$ cat src/esp_defs.vh
// Shared constants for the bus slave port
`ifndef ESP_DEFS_VH
`define ESP_DEFS_VH
`define ESP_BE_DWORD 4'b0000
`define ESP_BE_LOWORD 4'b1100
`define ESP_BE_HIWORD 4'b0011
`define ESP_BE_BYTE0 4'b1110
`define ESP_BE_BYTE1 4'b1101
`define ESP_BE_BYTE2 4'b1011
`define ESP_BE_BYTE3 4'b0111
`define ESP_BE_IDLE 4'hf
`define ESP_DEC_LSB 4
`define ESP_ADDR_LSB 2
`define ESP_ADDR_MSB 15
`define ESP_DATA_W 32
`define ESP_IRQ_W 4
`define ESP_LANES 4
`define ESP_LANE_W 8
`define ESP_SYNC_RST 2'b11
`endif

$ cat src/esp_edge.v
// Edge finder on a synchronised level
`timescale 1ns/1ps
module esp_edge #(
  parameter RST_VAL = 1'b0
) (
  // Clock and reset
  input wire i_sys_clk,
  input wire i_reset_n,
  // Level and edges
  input wire i_level,
  output wire o_rise,
  output wire o_fall
);
  reg prev_q;
  always @(posedge i_sys_clk or negedge i_reset_n)
  begin
    if (!i_reset_n)
      prev_q <= RST_VAL;
    else
      prev_q <= i_level;
  end
  assign o_rise = i_level & ~prev_q;
  assign o_fall = ~i_level & prev_q;
endmodule // esp_edge

$ cat src/esp_port.v
// Bus slave port: async I/O and burst DMA into the packet data path
// Functional notes
// - I/O accesses last over 180ns; no wait states are inserted.
// - DMA bursts accepted at one doubleword per bus clock.
// - Ready sampled each bus clock; cycle only when no wait requested.
// - Address bits 2 to 15 latched on address strobe trailing edge.
// - Address enable transparent while strobe low, latched on rising edge.
// - Write address valid first; data captured on write strobe trailing edge.
// - Byte enables latched on address strobe rising edge.
// - Four interrupt requests are active high, edge triggered.
// - Seven byte enable patterns select dword, word or byte.
// - Unused lanes tri-stated on reads, ignored on writes.
// - Address line 1 tied low; upper enables select the word.
// - Decode output active when address 15..4 match and enable low.
// - Bus clock is the data transfer clock during DMA bursts.
// - DMA acknowledge selects the data path without register address.
// - Direction high writes device, low reads; cycle input marks writes.
`timescale 1ns/1ps
`include "esp_defs.vh"
module esp_port #(
  parameter [11:0] BASE_ADDR = 12'h030
) (
  // Clock and reset
  input wire i_sys_clk,
  input wire i_reset_n,
  // Bus address and qualifiers
  input wire [`ESP_ADDR_MSB:`ESP_ADDR_LSB] i_addr,
  input wire i_address_enable,
  input wire i_address_strobe_in_n,
  input wire [3:0] i_byte_lane_enables_n,
  // Async strobes
  input wire i_async_read_strobe_n,
  input wire i_async_write_strobe_n,
  // DMA controls
  input wire i_local_bus_clock_in,
  input wire i_direct_datapath_select_n,
  input wire i_dma_direction_in,
  input wire i_dma_cycle_in_n,
  input wire i_ready_return_in_n,
  // Data bus pins
  input wire [`ESP_DATA_W-1:0] i_data,
  output reg [`ESP_DATA_W-1:0] o_data,
  output reg [3:0] o_data_oe_n,
  // Decode and interrupts
  output reg o_local_device_decode_out_n,
  output reg [`ESP_IRQ_W-1:0] o_interrupt_request_outputs,
  // Core side
  input wire [`ESP_IRQ_W-1:0] i_core_irq,
  input wire [`ESP_DATA_W-1:0] i_core_rdata,
  output reg [`ESP_ADDR_MSB:`ESP_ADDR_LSB] o_core_addr,
  output reg [3:0] o_core_lanes,
  output reg o_core_wr,
  output reg o_core_rd,
  output reg o_core_dma,
  output reg [`ESP_DATA_W-1:0] o_core_wdata,
  output reg [15:0] o_dma_ptr
);
  // Legal pattern check and lane mask, active high lanes
  function [4:0] be_decode;
    input [3:0] be_n;
    begin
      case (be_n)
        `ESP_BE_DWORD, `ESP_BE_LOWORD, `ESP_BE_HIWORD,
        `ESP_BE_BYTE0, `ESP_BE_BYTE1, `ESP_BE_BYTE2, `ESP_BE_BYTE3:
          be_decode = {1'b1, ~be_n};
        default: be_decode = 5'h00;
      endcase
    end
  endfunction

  // Synchronised pins
  wire [9:0] sync_raw;
  wire [9:0] sync_lvl;
  assign sync_raw = {i_address_strobe_in_n, i_async_read_strobe_n, i_async_write_strobe_n,
    i_local_bus_clock_in, i_direct_datapath_select_n, i_dma_direction_in,
    i_dma_cycle_in_n, i_ready_return_in_n, i_address_enable, 1'b0};
  esp_sync #(.W(10), .RST_VAL(10'h3ae)) u_sync_ctl (
    .i_sys_clk(i_sys_clk),
    .i_reset_n(i_reset_n),
    .i_async(sync_raw),
    .o_sync(sync_lvl)
  );
  wire [`ESP_ADDR_MSB:`ESP_ADDR_LSB] addr_s;
  wire [3:0] be_s;
  wire [`ESP_DATA_W-1:0] data_s;
  esp_sync #(.W(50), .RST_VAL({14'h0, 4'hf, 32'h0})) u_sync_bus (
    .i_sys_clk(i_sys_clk),
    .i_reset_n(i_reset_n),
    .i_async({i_addr, i_byte_lane_enables_n, i_data}),
    .o_sync({addr_s, be_s, data_s})
  );
  wire ads_s = sync_lvl[9];
  wire rd_s = sync_lvl[8];
  wire wr_s = sync_lvl[7];
  wire local_bus_clock_in_s = sync_lvl[6];
  wire dacs_s = sync_lvl[5];
  wire dir_s = sync_lvl[4];
  wire cyc_s = sync_lvl[3];
  wire rdy_s = sync_lvl[2];
  wire aen_s = sync_lvl[1];

  // Edges
  wire ads_rise;
  wire ads_fall;
  wire rd_fall;
  wire wr_rise;
  wire local_bus_clock_in_rise;
  esp_edge #(.RST_VAL(1'b1)) u_e_ads (
    .i_sys_clk(i_sys_clk),
    .i_reset_n(i_reset_n),
    .i_level(ads_s),
    .o_rise(ads_rise),
    .o_fall(ads_fall)
  );
  esp_edge #(.RST_VAL(1'b1)) u_e_rd (
    .i_sys_clk(i_sys_clk),
    .i_reset_n(i_reset_n),
    .i_level(rd_s),
    .o_rise(),
    .o_fall(rd_fall)
  );
  esp_edge #(.RST_VAL(1'b1)) u_e_wr (
    .i_sys_clk(i_sys_clk),
    .i_reset_n(i_reset_n),
    .i_level(wr_s),
    .o_rise(wr_rise),
    .o_fall()
  );
  esp_edge #(.RST_VAL(1'b0)) u_e_local_bus_clock_in (
    .i_sys_clk(i_sys_clk),
    .i_reset_n(i_reset_n),
    .i_level(local_bus_clock_in_s),
    .o_rise(local_bus_clock_in_rise),
    .o_fall()
  );

  // Latched address, enable and byte lanes
  reg [`ESP_ADDR_MSB:`ESP_ADDR_LSB] addr_q;
  reg aen_q;
  reg [3:0] be_q;
  reg [`ESP_IRQ_W-1:0] irq_q;
  wire aen_eff = ads_s ? aen_q : aen_s;
  wire [4:0] be_dec = be_decode(be_q);
  wire [`ESP_DATA_W-1:0] lane_mask;
  wire dec_hit = (addr_q[`ESP_ADDR_MSB:`ESP_DEC_LSB] == BASE_ADDR) && !aen_eff;
  wire dma_act = !dacs_s;
  wire dma_fire = dma_act && local_bus_clock_in_rise && !rdy_s;
  wire io_ok = dec_hit && be_dec[4] && !dma_act;

  // Byte lane mask from the decoded enables
  genvar g;
  generate
    for (g = 0; g < `ESP_LANES; g = g + 1)
    begin : g_lane
      assign lane_mask[g*`ESP_LANE_W +: `ESP_LANE_W] = {`ESP_LANE_W{be_dec[g]}};
    end
  endgenerate

  // Address strobe capture
  always @(posedge i_sys_clk or negedge i_reset_n)
  begin
    if (!i_reset_n)
    begin
      addr_q <= {(`ESP_ADDR_MSB-`ESP_ADDR_LSB+1){1'b0}};
      aen_q <= 1'b1;
      be_q <= `ESP_BE_IDLE;
    end
    else
    begin
      if (!ads_s)
        aen_q <= aen_s;
      if (ads_rise)
      begin
        addr_q <= addr_s;
        be_q <= be_s;
      end
    end
  end

  // Interrupt edge pulses, one per request line
  generate
    for (g = 0; g < `ESP_IRQ_W; g = g + 1)
    begin : g_irq
      always @(posedge i_sys_clk or negedge i_reset_n)
      begin
        if (!i_reset_n)
        begin
          irq_q[g] <= 1'b0;
          o_interrupt_request_outputs[g] <= 1'b0;
        end
        else
        begin
          irq_q[g] <= i_core_irq[g];
          o_interrupt_request_outputs[g] <= i_core_irq[g] & ~irq_q[g];
        end
      end
    end
  endgenerate

  // Local device decode
  always @(posedge i_sys_clk or negedge i_reset_n)
  begin
    if (!i_reset_n)
      o_local_device_decode_out_n <= 1'b1;
    else
      o_local_device_decode_out_n <= ~dec_hit;
  end

  // Read data and lane drivers
  always @(posedge i_sys_clk or negedge i_reset_n)
  begin
    if (!i_reset_n)
    begin
      o_data <= {`ESP_DATA_W{1'b0}};
      o_data_oe_n <= `ESP_BE_IDLE;
    end
    else if (io_ok && !rd_s)
    begin
      o_data <= i_core_rdata;
      o_data_oe_n <= ~be_dec[3:0];
    end
    else if (dma_act && !dir_s)
    begin
      o_data <= i_core_rdata;
      o_data_oe_n <= `ESP_BE_DWORD;
    end
    else
      o_data_oe_n <= `ESP_BE_IDLE;
  end

  // Core strobes for async I/O and burst beats
  always @(posedge i_sys_clk or negedge i_reset_n)
  begin
    if (!i_reset_n)
    begin
      o_core_addr <= {(`ESP_ADDR_MSB-`ESP_ADDR_LSB+1){1'b0}};
      o_core_lanes <= 4'h0;
      o_core_wr <= 1'b0;
      o_core_rd <= 1'b0;
      o_core_dma <= 1'b0;
      o_core_wdata <= {`ESP_DATA_W{1'b0}};
    end
    else
    begin
      o_core_wr <= 1'b0;
      o_core_rd <= 1'b0;
      o_core_dma <= 1'b0;
      if (io_ok && rd_fall)
      begin
        o_core_addr <= addr_q;
        o_core_lanes <= be_dec[3:0];
        o_core_rd <= 1'b1;
      end
      if (io_ok && wr_rise)
      begin
        o_core_addr <= addr_q;
        o_core_lanes <= be_dec[3:0];
        o_core_wdata <= data_s & lane_mask;
        o_core_wr <= 1'b1;
      end
      if (dma_fire)
      begin
        o_core_dma <= 1'b1;
        o_core_lanes <= 4'hf;
        o_core_wr <= dir_s && !cyc_s;
        o_core_rd <= !dir_s;
        o_core_wdata <= data_s;
      end
    end
  end

  // Burst beat counter, held while ready postpones
  always @(posedge i_sys_clk or negedge i_reset_n)
  begin
    if (!i_reset_n)
      o_dma_ptr <= 16'h0000;
    else if (!dma_act)
      o_dma_ptr <= 16'h0000;
    else if (dma_fire)
      o_dma_ptr <= o_dma_ptr + 16'h0001;
  end

endmodule // esp_port

$ cat src/esp_sync.v
// Two flop synchroniser for a bundle of pin levels
`timescale 1ns/1ps
module esp_sync #(
  parameter W = 1,
  parameter [W-1:0] RST_VAL = {W{1'b0}}
) (
  // Clock and reset
  input wire i_sys_clk,
  input wire i_reset_n,
  // Levels
  input wire [W-1:0] i_async,
  output reg [W-1:0] o_sync
);
  reg [W-1:0] meta_q;
  always @(posedge i_sys_clk or negedge i_reset_n)
  begin
    if (!i_reset_n)
    begin
      meta_q <= RST_VAL;
      o_sync <= RST_VAL;
    end
    else
    begin
      meta_q <= i_async;
      o_sync <= meta_q;
    end
  end
endmodule // esp_sync

$ cat config.mk
export PLATFORM = sky130hd
export DESIGN_NAME = esp_port
export DESIGN_NICKNAME = d
export VERILOG_FILES = /design/src/esp_edge.v /design/src/esp_port.v /design/src/esp_sync.v
export VERILOG_INCLUDE_DIRS = /design/src
export SDC_FILE = /design/constraint.sdc
export NUM_CORES = 1
export LEC_CHECK = 0
export ABC_AREA = 1
export BUFFER_PORTS_ARGS = -buffer_cell sky130_fd_sc_hd__buf_2
export CAP_MARGIN = 25
export CORE_ASPECT_RATIO = 1.5
export CORE_UTILIZATION = 60
export CTS_BUF_LIST = sky130_fd_sc_hd__clkbuf_4
export DETAILED_ROUTE_END_ITERATION = 8
export GPL_TIMING_DRIVEN = 1
export PLACE_DENSITY = 0.95
export SYNTH_ARGS = -nofsm -noshare
export SYNTH_HDL_FRONTEND = slang
export SYNTH_SLANG_ARGS = --single-unit
$ cat constraint.sdc
create_clock -name i_sys_clk -period 4.09 [get_ports i_sys_clk]
set_clock_uncertainty 0.15 [all_clocks]
set_input_delay 0.6135 -clock i_sys_clk [delete_from_list [all_inputs] [get_ports i_sys_clk]]
set_output_delay 0.6135 -clock i_sys_clk [all_outputs]
set_load 0.03 [all_outputs]
---- After elaboration in Yosys (flattened, before gate mapping) ----
Index checks and enable logic that the tools add are counted.
operators by class
  $add $sub $neg .......................... 1
  equal/unequal tests ..................... 7
  multiplexer cells ....................... 20
  bitwise operators ....................... 20
  reduce and logical (&&, ||, !) cells .... 23
operator list
  kind                                                  count
  2-to-1 mux 32 bit                                     4
  bitwise AND 32 bit                                    1
  2-to-1 mux 16 bit                                     2
  2-to-1 mux 14 bit                                     2
  2-to-1 mux 4 bit                                      5
  adder 16 x 1 -> 16 bit, second input constant         1
  equality test 4 bit, second input constant            4
  equality test 12 x 6 -> 1 bit, second input constant  1
  logical AND 1 bit                                     10
  NOT 1 bit                                             9
  bitwise AND 1 bit                                     8
  NOT 4 bit                                             2
  nonzero test 2 bit                                    4
  OR reduction 7 bit                                    1
  zero test 1 bit                                       6
  2-to-1 mux 1 bit                                      6
  2-to-1 mux 5 bit                                      1
  equality test 4 x 2 -> 1 bit, second input constant   1
  equality test 4 x 3 -> 1 bit, second input constant   1
  zero test 4 bit                                       1
  nonzero test 3 bit                                    1
storage, ports and cells
  register bits ........................... 255
  input bits .............................. 97
  output and inout port bits .............. 110

---- Logic depth before layout (Yosys ltp) ----
  word-level depth ........................ 9
  depth in mapped cells ................... 11
  gate-level depth less buffers ........... 10

---- Cells and area by module ----
Synthesis repeated with hierarchy kept, for this count alone.
unflattened totals
  cell total of the unflattened synthesis .. 794
  area total of the unflattened synthesis .. 8992.4 µm²
modules (own cells, without submodules)
  module                              instances  cells an instance  area each (µm²)  sequential area each (µm²)
  esp_port                            1          654                5798.1           3340.7
  esp_sync at u_sync_bus              1          100                2512.4           2512.4
  esp_sync at u_sync_ctl              1          20                 518.0            518.0
  esp_edge at u_e_ads ...             3          5                  41.3             26.3
  esp_edge at u_e_local_bus_clock_in  1          5                  40.0             25.0

---- Worst setup path before layout ----
No wires, ideal clock.
  path type ............................... register -> register
  start ................................... register o_dma_ptr[0]
  end ..................................... register o_dma_ptr[12]
  setup time .............................. 0.126 ns
  arrival time ............................ 1.514 ns
  path slack .............................. 2.301 ns
  cell stages (with the launch flop) ...... 9
  path buffers ............................ 0
  clock period less this slack ............ 1.789 ns
  cell sequence ........................... dfrtp_1 -> ha_1 -> nand2_1 -> inv_1 -> nand3_1 -> nor2_1 -> nand2_1 -> o21ai_0 -> a2bb2oi_1
between the ends
  cells in the longest elaborated chain, start to end .. 3
RTL lines
  element                 RTL line        text
  start, declared         esp_port.v:56   output reg [15:0] o_dma_ptr
  start signal, assigned  esp_port.v:280  o_dma_ptr <= o_dma_ptr + 16'h0001;
  adder 16 x 1 -> 16 bit  esp_port.v:280
  2-to-1 mux 16 bit       esp_port.v:279  else if (dma_fire)
  2-to-1 mux 16 bit       esp_port.v:277  else if (!dma_act)
Every way passes these cells. The select of a mux whose other input is x is not followed.
A chain may end at the register's enable or synchronous reset.

---- Final worst setup path ----
  start ................................... register u_sync_ctl.o_sync[5]
  end ..................................... register o_core_lanes[1]
between the ends
  cells in the longest elaborated chain, start to end .. 4
  elaborated cells on any way between the ends .. 9
  those cells by class .................... 2 x mux; 7 x reduce/logical
RTL lines
  element                                                        RTL line                        text
  start, declared                                                esp_sync.v:12                   output reg [W-1:0] o_sync
  start signal, assigned                                         esp_sync.v:25                   o_sync <= meta_q;
  logical AND 1 bit / zero test 1 bit (equally long branches)    esp_port.v:148, esp_port.v:146
  logical AND 1 bit, on equally long branches                    esp_port.v:254, esp_port.v:147
  2-to-1 mux 4 bit / logical AND 1 bit (equally long branches)   esp_port.v:254, esp_port.v:147
  2-to-1 mux 4 bit / nonzero test 3 bit (equally long branches)  --
  end signal, assigned                                           esp_port.v:251                  o_core_lanes <= be_dec[3:0];
  end signal, assigned                                           esp_port.v:257                  o_core_lanes <= be_dec[3:0];
  end, declared                                                  esp_port.v:51                   output reg [3:0] o_core_lanes,
Several ways; a longest one is shown, not always the timed one.

==> results.py <==
metrics = {
    "clock_network": {
        "cts.path.max_buffers": 3,
        "htree_levels": 2,
        "clk-insertion-delay-late_ns": 0.64,
        "cts.sinks": 255,
        "post_cts_buffers": 0,
        "cts-root-buf": "clkbuf_4",
        "tritoncts.num_buffers": 57,
        "path_clk_slew_ns": 0.09,
        "cts_tree": "built",
    },
    "synth": {
        "synth.distinct_cells": 34,
        "yosys_most_used_dff": "dfrtp_1",
        "synth-async-reset-ratio_pct": 100,
        "synth_area_sq_mm": 0.00881,
        "synth-edff-count": 0,
        "synth_top_area_share_pct": 62.5,
        "syn-num-nets": 868,
        "postSynthAreaPerCell_sq_um": 11.4,
        "yosysWarnings": 0,
        "synth-seq-cells": 255,
        "synth_largest_area_cell": "dfrtp_1",
        "post_synth_inst_count": 770,
        "ys_top_cells_by_count": "dfrtp_1, nand2_1, nor2_1",
        "synth_most_common_cell": "dfrtp_1",
        "yosys-top-cells-area": "dfrtp_1, dfstp_2, nand2_1, nand3_1, nor2_1",
        "synth.yosys.seq_area_share_pct": 72.9,
    },
    "setup_path": {
        "required_ns": 4.46,
        "crit_family": "simple AND/OR/NAND/NOR gates",
        "reg2reg_slack_ns": 1.70,
        "cp_common_cell": "nand2_1",
        "crit_path_max_fanout": 47,
        "endpoint_kind": "flop",
        "worst_path_max_delay_cell": "dfstp_2",
        "path_cells": "inv_2 -> nand3_4 -> inv_4 -> nor2_2 -> inv_1 -> nand2_1 -> nand2_1",
        "crit_arrival_ns": 2.76,
        "slowest_delay_ns": 0.57,
        "worstSetupPathType": "reg2reg",
        "cp_num_buf_inv": 3,
        "start_kind": "flop",
    },
    "grt": {
        "grt_max_degree": 122,
        "grt_util_all_layers_pct": 30.0,
        "grt_overflow": 0,
        "first_global_vias": 7203,
        "antenna_found_initial": 1,
        "grt_pass1_wl_mm": 34.2,
    },
    "detailed_routing": {
        "drt_iter0_markers": 289,
        "drc": 0,
        "num_vias": 6705,
        "wl_per_cell_microns": 16.7,
        "drt-total-wl_mm": 22.0,
        "drtAntennaViolNets": 0,
        "vias_per_cell": 5.08,
        "dr.pass1.iters": 5,
    },
    "timing": {
        "finalHoldViolCount": 0,
        "period_minus_slack_ns": 2.39,
        "finalSetupViolations": 0,
        "post-route-period-util_pct": 58.4,
        "fin_ws_ns": 1.70,
        "max_slew.worst_pin.slew_ns": 0.896,
        "setup_tns_ns": 0,
        "max_freq_ghz": 0.419,
        "rsz0062_at_grt": "no",
        "slew-limit-headroom_pct": 40.2,
        "drv_slew": 0,
    },
    "power": {
        "fin_total_pwr_mw": 5.64,
        "leakage_nw": 6.16,
        "ir_drop_mv": 0.307,
        "p_per_area_mw_per_mm2": 495,
    },
    "cells_and_area": {
        "final_nets": 1175,
        "area_growth_pct": 29.5,
        "multiInputGateArea_sq_mm": 0.00192,
        "drive_gt1_share_pct": 33.6,
        "regArea_sq_mm": 0.00642,
        "fill_cells": 818,
        "final_cells": 1320,
    },
    "placement": {
        "dpl.hpwl_mm": 12.6,
        "place_inst": 1145,
        "place_ws_ns": 1.79,
        "gp_congestion": 0.873,
        "port_buffers": 206,
    },
    "floorplanning": {
        "fp-row-count": 53,
        "pin_count": 207,
        "die_area_sq_mm": 0.0152,
        "design.core.area_sq_mm": 0.0142,
        "die_x_microns": 101,
        "start_util_pct": 62.1,
        "die-height_microns": 150,
    },
    "job": {
        "maxCapViolations": 0,
    },
    "hold_path": {
        "min_path_type": "in2reg",
    },
    "outcome": {
        "run_status": "complete, no violations",
    },
}
[cells in the final DEF (no fill, tap or decap), types with 3 or more instances in the layout]
master         synthesis  layout
a21oi_1                8       8
buf_2                 12     205
clkbuf_4               0      94
clkinv_1               0      11
dfrtp_1              220     220
dfstp_2               35      35
dlygate4sd3_1          0      65
inv_1                 74      74
mux2_2                14      14
nand2_1              179     179
nand2_4                4       4
nand3_1               78      78
nand4_1                4       4
nor2_1                83      83
nor2_2                 8       8
o21ai_0               15      15
or2_2                  3       3
[kinds of logic (layout without fill, tap and decap cells)]
group	after synthesis	count (layout)	synth area share [%]
and+or+nand+nor	365	365	17.8
DFF	255	255	72.9
buffers and inverters	103	459	5.31
AOI/OAI and AO/OA	31	31	1.96
muxes	15	15	1.90
adders and majority gates	1	1	0.142
other	0	2	0
[worst paths after layout]
check / from / to / depth (start not counted)
worst max-delay path: u_sync_ctl.o_sync[5] / o_core_lanes[1] / 7
worst min register to register: u_sync_bus.meta_q[9] / u_sync_bus.o_sync[9] / 0
worst max register to register: u_sync_ctl.o_sync[5] / o_core_lanes[1] / 7
min in group asynchronous: i_reset_n / o_interrupt_request_outputs[0] / 2
max in group asynchronous: i_reset_n / u_sync_ctl.o_sync[3] / 3
worst min-delay path: i_core_rdata[25] / o_data[25] / 3
[per-stage QoR]
step / cell area [sq um] / hold slack, ns / util (%)
finish: 11400 / 0.0317 / 80.4
detailed placement: 9970 / 0.185 / 70.2
global placement: 9970 / 0.181 / 70.2
CTS: 11400 / 0.00223 / 80.4
global route: 11400 / 0.0111 / 80.4
floorplan: 8810 / 0.168 / -
[tightest hold or removal path: stages]
cell and delay, ns:
buf_2 0.08, nand2_1 0.04, nand2_1 0.06
[what timing repair did]
action / CTS / global route
hold buffers: 65 / 0
gates resized for setup: 0 / 0
endpoints found under the hold margin: 155 / 0
[registers in the layout, summed over array words and instances (netlist names), 4 cells and up]
register                     flops
u_sync_bus.meta_q               50
o_data                          32
addr_q                          14
u_sync_ctl.meta_q                9
u_sync_ctl.o_sync                9
be_q                             4
o_data_oe_n                      4
irq_q                            4
o_core_wdata                    32
o_interrupt_request_outputs      4
u_sync_bus.o_sync               50
o_core_lanes                     4
o_core_addr                     14
o_dma_ptr                       16
[where the power goes]
part	internal [mW]	switching [mW]	leakage (nW)
Combinational	0.242	0.503	2.60
Sequential	2.73	0.102	3.10
Clock	1.10	0.968	0.468
[layout make-up]
class / count / area share [%]
flip-flops and latches: 255 / 56.3
repair buffers: 274 / 15.2
clock buffers: 94 / 6.18
multi-input cells: 412 / 16.8
inverters: 77 / 2.55
well taps: 192 / 2.11
diodes: 2 / 0.0439
clock inverters: 14 / 0.735
[metal layers]
layer / track usage, % / wire length (microns) / vias up / part of all wire [%]
li1: - / - / 3044 / -
met1: 32.3 / 7530 / 3258 / 34
met2: 53.7 / 12000 / 312 / 55
met3: 6.08 / 1320 / 91 / 6.0
met4: 18.3 / 1130 / 0 / 5.1
met5: 0 / 0 / - / 0
(Power assumes the default switching activity.)
